--- config.mk ---
export PLATFORM = sky130hd
export DESIGN_NAME = cavq_top
export DESIGN_NICKNAME = d
export VERILOG_FILES = /design/src/rtl/cavq_pkg.sv /design/src/rtl/cavq_line_gate.sv /design/src/rtl/cavq_top.sv
export VERILOG_INCLUDE_DIRS = /design/src /design/src/rtl
export SDC_FILE = /design/constraint.sdc
export NUM_CORES = 1
export LEC_CHECK = 0
export BUFFER_PORTS_ARGS = -buffer_cell sky130_fd_sc_hd__buf_2
export CORE_UTILIZATION = 55
export DETAILED_ROUTE_END_ITERATION = 7
export PLACE_DENSITY = 0.77
export SLEW_MARGIN = 40
export SYNTH_ARGS = -nofsm -noshare
export SYNTH_HDL_FRONTEND = slang
export SYNTH_SLANG_ARGS = --single-unit
--- constraint.sdc ---
create_clock -name CLK_SYS -period 6.53 [get_ports CLK_SYS]
set_clock_uncertainty 0.05 [all_clocks]
set_input_delay 0.3265 -clock CLK_SYS [delete_from_list [all_inputs] [get_ports CLK_SYS]]
set_output_delay 0.3265 -clock CLK_SYS [all_outputs]
set_load 0.05 [all_outputs]
--- src/rtl/cavq_defines.svh ---
// cavq_defines.svh: constants of the camera adapter output side
// assumes inclusion by bare name from the rtl files
`ifndef CAVQ_DEFINES_SVH
`define CAVQ_DEFINES_SVH

// ============================================================
// video ports
`define CAVQ_NUM_PORTS 4
`define CAVQ_PIX_W 16
`define CAVQ_LINE_W 16

// ============================================================
// write dma
`define CAVQ_WRITE_FIFO_SIZE_LOG2_LOG2 9
`define CAVQ_CHAN_W 3
`define CAVQ_LUMA_LSB 0
`define CAVQ_CHROMA_LSB 8
`define CAVQ_PLANE_LUMA 1'b0
`define CAVQ_PLANE_CHROMA 1'b1

// ============================================================
// urgency codes
`define CAVQ_URG_W 2
`define CAVQ_THR_W 8
`define CAVQ_URG_SAFE 2'h0
`define CAVQ_URG_MID 2'h1
`define CAVQ_URG_HIGH 2'h3

`endif

--- src/rtl/cavq_pkg.sv ---
// cavq_pkg: types of the camera adapter output side
// assumes cavq_defines.svh on the include path
`include "cavq_defines.svh"

package cavq_pkg;
    typedef logic [`CAVQ_PIX_W-1:0] cavq_pix_t;
    typedef logic [`CAVQ_NUM_PORTS-1:0][`CAVQ_PIX_W-1:0] cavq_vp_data_t;
    typedef logic [`CAVQ_NUM_PORTS-1:0][`CAVQ_LINE_W-1:0] cavq_lines_t;
    typedef logic [1:0] cavq_vc_t;
    typedef enum {CAVQ_IDLE, CAVQ_ACTIVE} cavq_frm_e;
endpackage : cavq_pkg

--- src/rtl/cavq_line_gate.sv ---
// cavq_line_gate: per-context line counter and frame truncation gate
// assumes frame and line pulses on the same clock as clk
`timescale 1ns/1ps
`default_nettype none

module cavq_line_gate #(
    parameter int LW = 16
) (
    // clock and reset
    input wire logic clk,
    input wire logic rst_n,
    // frame events of this context
    input wire logic frame_start,
    input wire logic frame_end,
    input wire logic line_end,
    input wire logic [LW-1:0] line_limit,
    // gate results
    output logic line_pass,
    output logic frame_short,
    output logic [LW-1:0] lines_done
);
    import cavq_pkg::*;

    cavq_frm_e state_q;
    cavq_frm_e state_d;
    logic [LW-1:0] lines_q;
    logic [LW-1:0] lines_d;
    logic short_q;
    logic below_limit;

    // ============================================================
    // gate decode
    assign below_limit = (lines_q < line_limit);
    assign line_pass = (state_q == CAVQ_ACTIVE) && below_limit;
    assign frame_short = short_q;
    assign lines_done = lines_q;

    always_comb begin
        state_d = state_q;
        lines_d = lines_q;
        case (state_q)
            CAVQ_IDLE: begin
                if (frame_start) begin
                    state_d = CAVQ_ACTIVE;
                    lines_d = '0;
                end
            end
            CAVQ_ACTIVE: begin
                if (frame_start) begin
                    lines_d = '0;
                end else if (frame_end) begin
                    state_d = CAVQ_IDLE;
                end else if (line_end && below_limit) begin
                    lines_d = lines_q + LW'(1);
                end
            end
            default: state_d = CAVQ_IDLE;
        endcase
    end

    // ============================================================
    // state registers
    always_ff @(posedge clk or negedge rst_n) begin
        if (!rst_n) begin
            state_q <= CAVQ_IDLE;
            lines_q <= '0;
            short_q <= 1'b0;
        end else begin
            state_q <= state_d;
            lines_q <= lines_d;
            short_q <= (state_q == CAVQ_ACTIVE) && frame_end
                && below_limit;
        end
    end
endmodule : cavq_line_gate

`default_nettype wire

--- src/rtl/cavq_top.sv ---
// cavq_top: camera adapter output side - video ports, write dma split,
// frame line gating and urgency generation
// assumes capture stream on CLK_SYS; video port clock and legacy strap
// arrive from outside the CLK_SYS domain
`include "cavq_defines.svh"
`timescale 1ns/1ps
`default_nettype none

module cavq_top #(
    parameter int NPORT = `CAVQ_NUM_PORTS,
    parameter int WRITE_FIFO_SIZE_LOG2_LOG2 = `CAVQ_WRITE_FIFO_SIZE_LOG2_LOG2
) (
    // clock and reset
    input wire logic CLK_SYS,
    input wire logic RESET_N,
    // mode control
    input wire logic LEGACY_MODE,
    input wire logic [NPORT-1:0] BIPLANAR_MODE,
    input wire cavq_pkg::cavq_lines_t LINE_COUNT,
    // capture stream from the lane interface
    input wire logic CAP_VALID,
    input wire cavq_pkg::cavq_pix_t CAP_DATA,
    input wire cavq_pkg::cavq_vc_t CAP_VC,
    input wire logic CAP_FS,
    input wire logic CAP_LE,
    input wire logic CAP_FE,
    // write dma
    input wire logic WR_READY,
    output logic WR_LUMA_VALID,
    output logic [`CAVQ_CHAN_W-1:0] WR_LUMA_CHAN,
    output cavq_pkg::cavq_pix_t WR_LUMA_DATA,
    output logic WR_CHROMA_VALID,
    output logic [`CAVQ_CHAN_W-1:0] WR_CHROMA_CHAN,
    output cavq_pkg::cavq_pix_t WR_CHROMA_DATA,
    output logic WR_FRAME_END,
    output logic WR_FRAME_DROP,
    output cavq_pkg::cavq_vc_t WR_FRAME_CTX,
    // urgency
    input wire logic WR_REALTIME,
    input wire logic [`CAVQ_THR_W-1:0] WR_SLOTS_READY,
    input wire logic [`CAVQ_THR_W-1:0] URG_LOW_THRESH,
    input wire logic [`CAVQ_THR_W-1:0] URG_HIGH_THRESH,
    output logic [`CAVQ_URG_W-1:0] URGENCY,
    // video output ports
    input wire logic VIDEO_PORT_CLOCK,
    output logic [NPORT-1:0] VP_ENABLE,
    output logic [NPORT-1:0] VP_VALID,
    output logic [NPORT-1:0] VP_FS,
    output logic [NPORT-1:0] VP_LE,
    output cavq_pkg::cavq_vp_data_t VP_DATA,
    // status
    output logic [NPORT-1:0] FRAME_CORRUPT
);
    import cavq_pkg::*;

    // ============================================================
    // synchronisers for legacy strap and video port clock
    logic legacy_s1_q;
    logic legacy_s2_q;
    logic vpclk_s1_q;
    logic vpclk_s2_q;
    logic vpclk_s3_q;
    logic vp_edge;

    always_ff @(posedge CLK_SYS or negedge RESET_N) begin
        if (!RESET_N) begin
            legacy_s1_q <= 1'b0;
            legacy_s2_q <= 1'b0;
            vpclk_s1_q <= 1'b0;
            vpclk_s2_q <= 1'b0;
            vpclk_s3_q <= 1'b0;
        end else begin
            legacy_s1_q <= LEGACY_MODE;
            legacy_s2_q <= legacy_s1_q;
            vpclk_s1_q <= VIDEO_PORT_CLOCK;
            vpclk_s2_q <= vpclk_s1_q;
            vpclk_s3_q <= vpclk_s2_q;
        end
    end

    assign vp_edge = vpclk_s2_q && !vpclk_s3_q;

    // ============================================================
    // context decode and line gating
    logic [NPORT-1:0] ctx_sel;
    logic [NPORT-1:0] ctx_pass;
    logic [NPORT-1:0] ctx_short;
    logic [NPORT-1:0] pix_ok;
    logic [NPORT-1:0] drop_evt;

    genvar c;
    generate
        for (c = 0; c < NPORT; c++) begin : g_ctx
            assign ctx_sel[c] = (CAP_VC == cavq_vc_t'(c));
            cavq_line_gate #(
                .LW(`CAVQ_LINE_W)
            ) u_gate (
                .clk(CLK_SYS),
                .rst_n(RESET_N),
                .frame_start(CAP_FS && ctx_sel[c]),
                .frame_end(CAP_FE && ctx_sel[c]),
                .line_end(CAP_LE && ctx_sel[c]),
                .line_limit(LINE_COUNT[c]),
                .line_pass(ctx_pass[c]),
                .frame_short(ctx_short[c]),
                .lines_done()
            );
            assign pix_ok[c] = CAP_VALID && ctx_sel[c] && ctx_pass[c];
        end
    endgenerate

    // ============================================================
    // bi-planar pairing per context
    logic [NPORT-1:0] half_q;
    cavq_pix_t hold_q [NPORT];
    logic any_pix;
    logic cur_bp;
    logic cur_half;
    cavq_pix_t cur_hold;
    logic wr_fire;
    logic wr_lost;
    logic [`CAVQ_CHAN_W-1:0] chan_luma;
    logic [`CAVQ_CHAN_W-1:0] chan_chroma;
    logic [`CAVQ_CHAN_W-1:0] chan_plain;
    cavq_pix_t luma_word;
    cavq_pix_t chroma_word;

    assign any_pix = |pix_ok;
    assign cur_bp = BIPLANAR_MODE[CAP_VC];
    assign cur_half = half_q[CAP_VC];
    assign cur_hold = hold_q[CAP_VC];
    // two dma channels per bi-planar stream, one otherwise; eight for four contexts
    assign chan_luma = {CAP_VC, `CAVQ_PLANE_LUMA};
    assign chan_chroma = {CAP_VC, `CAVQ_PLANE_CHROMA};
    assign chan_plain = {1'b0, CAP_VC};
    assign luma_word = {CAP_DATA[`CAVQ_LUMA_LSB+:8],
        cur_hold[`CAVQ_LUMA_LSB+:8]};
    assign chroma_word = {CAP_DATA[`CAVQ_CHROMA_LSB+:8],
        cur_hold[`CAVQ_CHROMA_LSB+:8]};
    assign wr_fire = any_pix && (!cur_bp || cur_half);
    assign wr_lost = wr_fire && !WR_READY;

    generate
        for (c = 0; c < NPORT; c++) begin : g_pair
            always_ff @(posedge CLK_SYS or negedge RESET_N) begin
                if (!RESET_N) begin
                    half_q[c] <= 1'b0;
                    hold_q[c] <= '0;
                end else if (CAP_FS && ctx_sel[c]) begin
                    half_q[c] <= 1'b0;
                end else if (pix_ok[c] && BIPLANAR_MODE[c]) begin
                    half_q[c] <= !half_q[c];
                    hold_q[c] <= CAP_DATA;
                end
            end
        end
    endgenerate

    // ============================================================
    // write dma outputs
    always_ff @(posedge CLK_SYS or negedge RESET_N) begin
        if (!RESET_N) begin
            WR_LUMA_VALID <= 1'b0;
            WR_LUMA_CHAN <= '0;
            WR_LUMA_DATA <= '0;
            WR_CHROMA_VALID <= 1'b0;
            WR_CHROMA_CHAN <= '0;
            WR_CHROMA_DATA <= '0;
        end else begin
            WR_LUMA_VALID <= wr_fire && WR_READY;
            WR_CHROMA_VALID <= wr_fire && WR_READY && cur_bp;
            if (wr_fire) begin
                WR_LUMA_CHAN <= cur_bp ? chan_luma : chan_plain;
                WR_LUMA_DATA <= cur_bp ? luma_word : CAP_DATA;
                WR_CHROMA_CHAN <= chan_chroma;
                WR_CHROMA_DATA <= chroma_word;
            end
        end
    end

    // frame close: a short frame is handed to the dma as a discard
    logic [NPORT-1:0] fe_q;
    logic fe_any;
    logic [1:0] fe_ctx;

    assign fe_any = |fe_q;
    always_comb begin
        fe_ctx = 2'h0;
        for (int i = 0; i < NPORT; i++) begin
            if (fe_q[i]) begin
                fe_ctx = 2'(i);
            end
        end
    end

    always_ff @(posedge CLK_SYS or negedge RESET_N) begin
        if (!RESET_N) begin
            fe_q <= '0;
            WR_FRAME_END <= 1'b0;
            WR_FRAME_DROP <= 1'b0;
            WR_FRAME_CTX <= '0;
        end else begin
            fe_q <= CAP_FE ? ctx_sel : '0;
            WR_FRAME_END <= fe_any;
            WR_FRAME_DROP <= |(fe_q & (ctx_short | FRAME_CORRUPT));
            if (fe_any) begin
                WR_FRAME_CTX <= fe_ctx;
            end
        end
    end

    // ============================================================
    // video output ports, one hold stage each
    logic [NPORT-1:0] port_on;
    logic [NPORT-1:0] port_beat;
    logic [NPORT-1:0] port_fs_in;
    logic [NPORT-1:0] pend_q;
    logic [NPORT-1:0] pend_fs_q;
    logic [NPORT-1:0] pend_le_q;
    logic [NPORT-1:0] first_q;
    logic [NPORT-1:0] vp_lost;
    cavq_pix_t pend_data_q [NPORT];

    generate
        for (c = 0; c < NPORT; c++) begin : g_port
            if (c == 0) begin : g_first
                assign port_on[c] = 1'b1;
                // legacy forwards every context to the first port
                assign port_beat[c] = legacy_s2_q ? any_pix
                    : pix_ok[c];
                assign port_fs_in[c] = legacy_s2_q ? CAP_FS
                    : CAP_FS && ctx_sel[c];
            end else begin : g_rep
                assign port_on[c] = !legacy_s2_q;
                // port n fixed to capture context n
                assign port_beat[c] = port_on[c] && pix_ok[c];
                assign port_fs_in[c] = CAP_FS && ctx_sel[c];
            end
            assign vp_lost[c] = port_beat[c] && pend_q[c]
                && !vp_edge;

            always_ff @(posedge CLK_SYS or negedge RESET_N) begin
                if (!RESET_N) begin
                    first_q[c] <= 1'b0;
                end else if (port_fs_in[c]) begin
                    first_q[c] <= 1'b1;
                end else if (port_beat[c]) begin
                    first_q[c] <= 1'b0;
                end
            end

            always_ff @(posedge CLK_SYS or negedge RESET_N) begin
                if (!RESET_N) begin
                    pend_q[c] <= 1'b0;
                    pend_fs_q[c] <= 1'b0;
                    pend_le_q[c] <= 1'b0;
                    pend_data_q[c] <= '0;
                end else if (port_beat[c]) begin
                    pend_q[c] <= 1'b1;
                    pend_fs_q[c] <= first_q[c];
                    pend_le_q[c] <= CAP_LE;
                    pend_data_q[c] <= CAP_DATA;
                end else if (vp_edge) begin
                    pend_q[c] <= 1'b0;
                end
            end

            // same settings drive all ports, outputs move on port clock
            always_ff @(posedge CLK_SYS or negedge RESET_N) begin
                if (!RESET_N) begin
                    VP_ENABLE[c] <= 1'b0;
                    VP_VALID[c] <= 1'b0;
                    VP_FS[c] <= 1'b0;
                    VP_LE[c] <= 1'b0;
                    VP_DATA[c] <= '0;
                end else if (vp_edge) begin
                    VP_ENABLE[c] <= port_on[c];
                    VP_VALID[c] <= pend_q[c] && port_on[c];
                    VP_FS[c] <= pend_fs_q[c] && pend_q[c];
                    VP_LE[c] <= pend_le_q[c] && pend_q[c];
                    VP_DATA[c] <= pend_data_q[c];
                end
            end
        end
    endgenerate

    // ============================================================
    // corrupted frame flags, set wins over the frame start clear
    logic [NPORT-1:0] corrupt_set;
    logic [NPORT-1:0] corrupt_clr;

    generate
        for (c = 0; c < NPORT; c++) begin : g_bad
            assign corrupt_set[c] = (wr_lost && ctx_sel[c])
                || vp_lost[c];
            assign corrupt_clr[c] = CAP_FS && ctx_sel[c];
            always_ff @(posedge CLK_SYS or negedge RESET_N) begin
                if (!RESET_N) begin
                    FRAME_CORRUPT[c] <= 1'b0;
                end else if (corrupt_set[c]) begin
                    FRAME_CORRUPT[c] <= 1'b1;
                end else if (corrupt_clr[c]) begin
                    FRAME_CORRUPT[c] <= 1'b0;
                end
            end
        end
    endgenerate

    // ============================================================
    // urgency from write dma ready slots
    logic at_low;
    logic at_high;
    logic [`CAVQ_URG_W-1:0] urg_d;

    assign at_low = (WR_SLOTS_READY >= URG_LOW_THRESH);
    assign at_high = (WR_SLOTS_READY >= URG_HIGH_THRESH);
    assign urg_d = !WR_REALTIME ? `CAVQ_URG_SAFE
        : at_high ? `CAVQ_URG_HIGH
        : at_low ? `CAVQ_URG_MID
        : `CAVQ_URG_SAFE;

    always_ff @(posedge CLK_SYS or negedge RESET_N) begin
        if (!RESET_N) begin
            URGENCY <= `CAVQ_URG_SAFE;
        end else begin
            URGENCY <= urg_d;
        end
    end
endmodule : cavq_top

`default_nettype wire

==> results_dict.tcl, run 1 <==
set metrics [dict create \
    status "complete, no violations" \
    synth_edf_count 0 \
    dr.pass1.iters 4 \
    crit_path_max_fanout 40 \
    synth_cell_types 73 \
    p_per_area_nw_per_um2 369.9 \
    core.rowCount 64 \
    clock_sinks 357 \
    worst-r2r-cell-count 9 \
    yosysWarnings 0 \
    grt_pass1_wl_um 63610 \
    min_period_over_period_pct 51.94 \
    endpoint_kind "flop" \
    clock_path_buffers 3 \
    rrSetupSlack_ns 3.14 \
    synth_simple_gate_area_share_pct 9.297 \
    setup_slack_ns 3.138 \
    root_buffer "clkbuf_16" \
    async_flop_share_pct 100.0 \
    ys_ff_latch 357 \
    syn_area_per_cell_um2 12.01 \
    synthToLayoutAreaGrowth_pct 16.53 \
    p_leak_uw 0.009598 \
    die_w_um 177.9 \
    drive_gt1_share_pct 34.95 \
    setup_violations 0 \
    synth-main-ff-cell "dfrtp_1" \
    gr-total-overflow 0 \
    rsz0062_at_grt "no" \
    ctsResizeCount 0 \
    ant_nets 0 \
    fillers 2332 \
    synth_top_family_by_area "multiplexers" \
    worstPathRequired_ns 6.89 \
    die_y_um 177.9 \
    critPathLaunchType "flop" \
    core_area_um2 30510 \
    synth_seq_area_share_pct 52.52 \
    post-cts-setup-buffers 0 \
    hp-class "in2reg" \
    port_buffers 249 \
    synth_nets 1617 \
    max_slew_margin_pct 46.43 \
    hpwl_um 27690 \
    synth_adder_area_share_pct 5.958 \
    drt_iter0_drc 632 \
    r2r_end "WR_CHROMA_DATA[6]" \
    synthMuxAreaShare_pct 17.27 \
    num_vias 11750 \
    htreeDepth 2 \
    r2r_start "g_ctx[3].u_gate.lines_done[13]" \
    initial_core_util_pct 55.76 \
    setup.worst_path.end "WR_CHROMA_DATA[6]" \
    die-area_um2 31640 \
    cts_tree "built" \
    finalWirelength_um 39900 \
    nets 1843 \
    synth_compound_area_share_pct 8.216 \
    ir_drop_v 0.0003555 \
    tightestPinTransition_ns 0.8036 \
    pin_count 250 \
    globalplace.congestion 0.8744 \
    multi_input_area_um2 7356 \
    period_minus_slack_ns 3.392 \
    grt_pass1_vias 11830 \
    synthCells 1416 \
    wire_per_inst_um 19.28 \
    cp.arrival_ns 3.75 \
    tns_ns 0 \
    drc 0 \
    cts_made_buffers 37 \
    fin_util_pct 64.98 \
    final-seq-area_um2 8934 \
    finalHoldViolations 0 \
    path_clk_slew_ns 0.06 \
    slew_violations 0 \
    pre_cts_ws_ns 3.215 \
    max_freq_mhz 294.8 \
    cp-startpoint "g_ctx[3].u_gate.lines_done[13]" \
    hold_buffers 3 \
    synth-xor-area-share_pct 2.265 \
    via_per_inst 5.681 \
    synth_area_um2 17010 \
    grt_usage_pct 25.97 \
    antenna_found_initial 2 \
    grt_start_max_net_pins 84 \
    worstSetupPathType "reg2reg" \
    cap_violations 0 \
    clkLatencyLatePin_ns 0.53 \
]
## cells by family (layout without fill, tap and decap cells)
family | count (synthesis) | count (layout)
flops | 357 | 357
other cells | 0 | 2
mux | 241 | 241
xor+xnor | 44 | 44
compound gates | 198 | 198
simple gates | 314 | 314
fa+ha+maj | 81 | 81
buf+inv | 181 | 436
## placed cells by master (no fill, tap or decap), types with 17 or more instances in the layout
cell,Yosys,routed
a21oi_1,37,35
buf_2,21,247
clkbuf_16,0,37
dfrtp_1,357,357
ha_1,81,81
inv_1,104,104
mux2_2,201,201
mux4_2,17,17
nand2_1,89,89
nand2b_1,19,18
nand4_1,18,18
nor2_1,76,74
nor3_1,17,17
o21ai_0,55,55
o2bb2ai_1,20,20
xnor2_1,33,33
## routing by layer
metal | wire length (um) | GRT usage [%]
met2 | 19000 | 41.70
met5 | 0 | 0
met4 | 1128 | 8.689
met3 | 2436 | 5.206
met1 | 17330 | 35.23
## worst max-delay path: stages, from the launching register on
cell	delay, ns
dfrtp_1	0.43
ha_1	0.33
nand4_1	0.14
nor3_1	0.30
o21ai_0	0.13
nand3_1	0.55
o211ai_2	0.28
o21ai_4	0.19
buf_4	0.46
mux2_2	0.40
## sequential cells by signal, indices dropped and copies added (netlist names), 16 cells and up
name / flops
g_ctx.u_gate.lines_done: 64
pend_data_q: 64
WR_CHROMA_DATA: 16
hold_q: 64
VP_DATA: 64
WR_LUMA_DATA: 16
## cell usage after synthesis (11+ instances only)
library cell  instances  area [um^2]
a211oi_1             16        120.1
a21oi_1              37        185.2
a22oi_1              16        120.1
and3_1               14        87.58
buf_1                20        75.07
buf_2                21        105.1
clkbuf_1             25        93.84
dfrtp_1             357         8934
ha_1                 81         1013
inv_1               104        390.4
mux2_2              201         2263
mux4_2               17        382.9
nand2_1              89        334.1
nand2b_1             19        118.9
nand3_1              16        80.08
nand4_1              18        112.6
nor2_1               76        285.3
nor3_1               17        85.08
nor4_1               13        81.33
o21ai_0              55        275.3
o2bb2ai_1            20        175.2
or3_1                13        81.33
xnor2_1              33        289.0
xor2_1               11        96.34
## through the flow
| stage | hold slack, ns | total power (uW) | std cells | instance area (um^2) |
|---|---|---|---|---|
| finish | 0.02507 | 7333 | 2069 | 19820 |
| global route | 0.03002 | 7648 | 2068 | 19820 |
| CTS | 0.009314 | 7385 | 2067 | 19810 |
| detailed placement | 0.2341 | 5300 | 1996 | 18580 |
| global placement | 0.2850 | 5229 | 1992 | 18490 |
| floorplan | -0.01909 | 4672 | 1416 | 17010 |
## area by class of cell
type                    count  share of cell area (%)
inverters                 104                   1.969
diodes                      2                 0.02525
clock buffers              52                   5.359
multi-input cells         878                   37.11
clock inverters            16                  0.7006
flip-flops and latches    357                   45.06
well taps                 396                   2.499
repair buffers            264                   7.277
## worst min path at each step
stage                                                to  slack, ns  cells past startpoint         from
after CTS                                    URGENCY[1]      0.009                      2  WR_REALTIME
after detailed placement  g_ctx[2].u_gate.lines_done[1]       0.23                      1      RESET_N
after floorplan                        FRAME_CORRUPT[0]      -0.02                      0      RESET_N
after global routing                         URGENCY[1]       0.03                      2  WR_REALTIME
final                                        URGENCY[0]       0.03                      2  WR_REALTIME
after global placement                       vpclk_s2_q       0.28                      0   vpclk_s1_q
## where the power goes
part | switching (uW) | total, uW | internal [uW]
clock network | 873 | 2060 | 1190
logic | 1500 | 2220 | 720
registers | 300 | 3060 | 2760
Power figures use the tool's default switching activity.
==> run 2: changes to the inputs <==
Settings changed: CORE_UTILIZATION 55 to 52.
Clock period 6.53 ns to 2.8 ns, I/O delays scaled along.
==> run 2 against run 1 <==
Cell area increased by 3.7%. Fmax increased by 28%. Setup slack got worse by 3.0 ns. Clock power increased to 2.6 times the previous value. Final cell count increased by 4.3%. Hold slack got worse by 0.017 ns. Register-to-register slack got worse by 3.0 ns. Critical path type unchanged. Largest power group unchanged.
==> results_dict.tcl, run 2 (synthesis results as in run 1) <==
set metrics [dict create \
    path_clk_slew_ns 0.06 \
    ant_nets 0 \
    cts_tree "built" \
    p_leak_uw 0.009934 \
    synthToLayoutAreaGrowth_pct 20.82 \
    crit_path_max_fanout 13 \
    final_cell_count_no_fill 2158 \
    min_period_over_period_pct 94.90 \
    grt_usage_pct 25.20 \
    critPathLaunchType "flop" \
    grt_start_max_net_pins 88 \
    initial_core_util_pct 53.36 \
    drc 0 \
    internal_power_uw 11370 \
    tightestPinTransition_ns 0.7404 \
    setup_violations 0 \
    via_per_inst 5.557 \
    rsz0062_at_grt "no" \
    core_area_um2 31880 \
    clock_sinks 357 \
    slew_violations 0 \
    globalplace.congestion 0.9014 \
    hp-class "in2reg" \
    dr.pass1.iters 4 \
    core.rowCount 65 \
    grt_pass1_wl_um 65850 \
    endpoint_kind "flop" \
    status "complete, no violations" \
    cap_violations 0 \
    die-area_um2 33440 \
    pwr-share-comb_pct 29.4 \
    worstPathRequired_ns 3.15 \
    clkLatencyLatePin_ns 0.53 \
    max_slew_margin_pct 50.52 \
    p_clk_share_pct 30.3 \
    antenna_found_initial 1 \
    die_y_um 182.9 \
    root_buffer "clkbuf_16" \
    pin_count 250 \
    fillers 2450 \
    num_vias 11990 \
    layout_commonest_cell "dfrtp_1" \
    nets 1895 \
    tns_ns 0 \
    cp.arrival_ns 3.00 \
    p_per_area_nw_per_um2 864.0 \
    ir_drop_v 0.0007624 \
    holdWs_ns 0.007581 \
    p_seq_share_pct 40.3 \
    max_freq_mhz 376.3 \
    drive_gt1_share_pct 36.82 \
    port_buffers 249 \
    p_sw_uw 6392 \
    drt_iter0_drc 765 \
    htreeDepth 2 \
    worstSetupPathType "reg2reg" \
    gr-total-overflow 0 \
    die_w_um 182.9 \
    clock_path_buffers 3 \
    swShare_pct 35.99 \
    wire_per_inst_um 19.23 \
    finalWirelength_um 41510 \
    final_cell_mix "357 x dfrtp_1, 248 x buf_2, 201 x mux2_2, 104 x inv_1, 89 x nand2_1" \
    dp.cells 2073 \
    hpwl_um 28740 \
    grt_pass1_vias 12240 \
    cts_made_buffers 39 \
    finalHoldViolations 0 \
    period_minus_slack_ns 2.657 \
]
run 2: cell type report:
class	count	area, um^2	area share (%)
antenna	1	2.502	0.01218
clock inverter	21	280.3	1.364
inverter	104	390.4	1.899
tap	435	544.3	2.648
clock buffer	48	1070	5.205
sequential	357	8934	43.46
multi-input combinational	878	7388	35.95
timing repair buffer	314	1944	9.460
run 2: routing by layer:
layer | vias to the layer above | routed length, um | track usage, %
met5 | - | 0 | 0
met4 | 0 | 1187 | 8.567
met3 | 71 | 2037 | 4.309
met2 | 329 | 20310 | 42.03
met1 | 6053 | 17970 | 33.51
li1 | 5538 | - | -
run 2: power groups by stage:
| stage | Clock [uW] | Sequential (uW) | Combinational [uW] |
|---|---|---|---|
| 2_1_floorplan | 0 | 9220 | 1680 |
| 3_3_place_gp | 0 | 7150 | 5110 |
| 3_5_place_dp | 0 | 7220 | 5220 |
| 4_1_cts | 5450 | 7160 | 5270 |
| 5_1_grt | 5650 | 7300 | 5500 |
| 6_report | 5370 | 7160 | 5220 |
run 2: worst paths after layout:
kind / cells after the start / startpoint / end / slack, ns
setup reg to reg: 9 / g_ctx[1].u_gate.lines_done[13] / pend_data_q[52] / 0.14
min in group asynchronous: 2 / RESET_N / g_ctx[2].u_gate.lines_done[2] / 0.13
hold / removal: 2 / CAP_DATA[5] / pend_data_q[53] / 0.008
setup / recovery: 9 / g_ctx[1].u_gate.lines_done[13] / pend_data_q[52] / 0.14
max in group asynchronous: 3 / RESET_N / hold_q[22] / 1.63
hold reg to reg: 0 / legacy_s1_q / legacy_s2_q / 0.30
run 2: timing repair:
| action | CTS | global route |
|---|---|---|
| hold endpoints to repair | 116 | 0 |
| endpoints found under the setup margin | 0 | 47 |
| gates resized for setup | 0 | 11 |
| buffers inserted | 0 | 0 |
| hold buffers | 15 | 0 |
run 2: critical path, stage by stage, from the launching register on:
cell and delay (ns):
dfrtp_1 0.41, ha_1 0.30, a211oi_2 0.20, o21ai_0 0.19, a211oi_1 0.40, o21ai_2 0.16, o211ai_4 0.16, a21oi_2 0.14
buf_12 0.18, mux2_1 0.33
run 2: metrics by stage:
| step | total power, uW | setup WS [ns] | cell area [um^2] | util (%) |
|---|---|---|---|---|
| after floorplan | 10900 | 0.2764 | 17010 | - |
| after global placement | 12260 | 0.1230 | 19000 | 59.60 |
| after detailed placement | 12440 | 0.04214 | 19000 | 59.60 |
| after CTS | 17880 | 0.03023 | 20500 | 64.31 |
| after global routing | 18460 | 0.01060 | 20550 | 64.47 |
| final | 17760 | 0.1428 | 20550 | 64.47 |
==> run 3: changes to the inputs <==
Settings changed: HOLD_SLACK_MARGIN from default to 0.02.
==> run 3 against run 2 <==
Sequential power about the same. Core utilization is 0.20 points higher. Largest power group unchanged. Register-to-register slack barely moved. Die area unchanged. Critical path depth did not move. Sequential cell count unchanged. Setup slack better by 0.0021 ns. Cell area up 0.30%.
==> results_dict.tcl, run 3 (synthesis results as in run 1) <==
set metrics [dict create \
    status "complete, no violations" \
    grt_usage_pct 25.27 \
    worst-r2r-cell-count 9 \
    tns_ns 0 \
    internal_power_uw 11370 \
    grt_start_max_net_pins 88 \
    pwr-share-comb_pct 29.5 \
    setup_violations 0 \
    grt_pass1_wl_um 66010 \
    die_w_um 182.9 \
    cp-startpoint "g_ctx[1].u_gate.lines_done[13]" \
    tightestPinTransition_ns 0.7427 \
    period_minus_slack_ns 2.655 \
    slew_violations 0 \
    htreeDepth 2 \
    grt_pass1_vias 12280 \
    path_delay_family "compound AO/OA/AOI/OAI gates" \
    p_clk_share_pct 30.2 \
    swShare_pct 35.97 \
    cp.arrival_ns 3.00 \
    crit_cells 9 \
    cp_slowest_cell "dfrtp_1" \
    worstPathRequired_ns 3.15 \
    clock_sinks 357 \
    ir_drop_v 0.0007632 \
    fin_util_pct 64.67 \
    cts_made_buffers 39 \
    max_freq_mhz 376.6 \
    fillers 2445 \
    finalHoldViolations 0 \
    core_area_um2 31880 \
    final_cell_mix "357 x dfrtp_1, 248 x buf_2, 201 x mux2_2, 104 x inv_1, 89 x nand2_1" \
    endpoint_kind "flop" \
    min_from "CAP_VC[1]" \
    clock_path_buffers 3 \
    worstHoldPathCells 2 \
    worstSetupPathType "reg2reg" \
    synthToLayoutAreaGrowth_pct 21.19 \
    clkLatencyLatePin_ns 0.53 \
    globalplace.congestion 0.9014 \
    critPathLaunchType "flop" \
    hpwl_um 28740 \
    critPathMaxStageDelay_ns 0.40 \
    rsz0062_at_grt "no" \
    port_buffers 249 \
    drive_gt1_share_pct 36.69 \
    rrSetupSlack_ns 0.14 \
    root_buffer "clkbuf_16" \
    path_clk_slew_ns 0.06 \
    pre_cts_ws_ns 0.04214 \
    min_period_over_period_pct 94.83 \
    p_per_area_nw_per_um2 861.5 \
    top_layer "met4" \
    dr_wl_met3_um 2282 \
    path_cells "ha_1 > a211oi_2 > o21ai_0 > a211oi_1 > o21ai_2 > o211ai_4 > a21oi_2 > buf_12 > mux2_1" \
    whs_endpoint "fe_q[3]" \
    wire_per_inst_um 19.20 \
    hp-class "in2reg" \
    die-area_um2 33440 \
    initial_core_util_pct 53.36 \
    wl_met2_um 20360 \
    cap_violations 0 \
    r2r_end "pend_data_q[52]" \
    gr-total-overflow 0 \
    dr.pass1.iters 5 \
    pin_count 250 \
    r2r_start "g_ctx[1].u_gate.lines_done[13]" \
    nets 1901 \
    finalWirelength_um 41560 \
    core.rowCount 65 \
    layout_commonest_cell "dfrtp_1" \
    max_slew_margin_pct 50.37 \
    post-cts-setup-buffers 0 \
    setup_slack_ns 0.1448 \
    via_per_inst 5.573 \
    timing.critical_path.buf_inv 1 \
    drc 0 \
    p_seq_share_pct 40.3 \
    holdWs_ns 0.03511 \
    wl_met1_um 17740 \
    antenna_found_initial 1 \
    num_vias 12070 \
    p_sw_uw 6388 \
    p_leak_uw 0.009959 \
    die_y_um 182.9 \
    cts_tree "built" \
    crit_path_max_fanout 13 \
    drt_iter0_drc 652 \
    ant_nets 0 \
]
-- run 3: routing by layer --
metal  GRT usage (%)  vias up
met5               0        -
met3           4.309       72
met2           42.26      346
met4           8.567        0
met1           33.51     6094
li1                -     5554
-- run 3: worst reg2reg max path, delay by kind of cell, from the launching register on --
family	cells	cell delay, ns
flip-flops	1	0.40
adder cells (fa/ha/maj)	1	0.30
AO/OA/AOI/OAI	6	1.24
buffers and inverters	1	0.18
multiplexers	1	0.33
-- run 3: cell type report --
cell class	instances	area [um^2]	area share (%)
multi-input cells	878	7388	35.84
inverters	104	390.4	1.894
diodes	2	5.005	0.02428
clock inverters	21	280.3	1.359
flip-flops and latches	357	8934	43.33
well taps	435	544.3	2.640
clock buffers	48	1070	5.189
repair buffers	320	2004	9.723
-- run 3: power groups by stage --
stage                     registers, uW  logic (uW)  clock network [uW]
after floorplan                    9220        1680                   0
after global placement             7150        5110                   0
after detailed placement           7220        5220                   0
after CTS                          7160        5280                5450
after global routing               7300        5510                5650
final                              7160        5230                5360
-- run 3: stage by stage --
step	cells	cell area (um^2)	total power, uW
final	2165	20620	17760
after global placement	2073	19000	12260
after floorplan	1416	17010	10900
after global routing	2164	20610	18470
after CTS	2163	20560	17890
after detailed placement	2073	19000	12440
-- run 3: timing repair --
action                     CTS  global route
setup endpoints to repair    0            47
hold buffers                21             0
hold endpoints to repair   151             0
resized for setup            0            11
-- run 3: worst max-delay path by stage --
stage	end	slack, ns
floorplan	WR_CHROMA_DATA[0]	0.28
global placement	pend_data_q[56]	0.12
detailed placement	pend_data_q[58]	0.04
CTS	pend_data_q[57]	0.03
global route	g_ctx[3].u_gate.lines_done[3]	0.01
finish	pend_data_q[52]	0.14
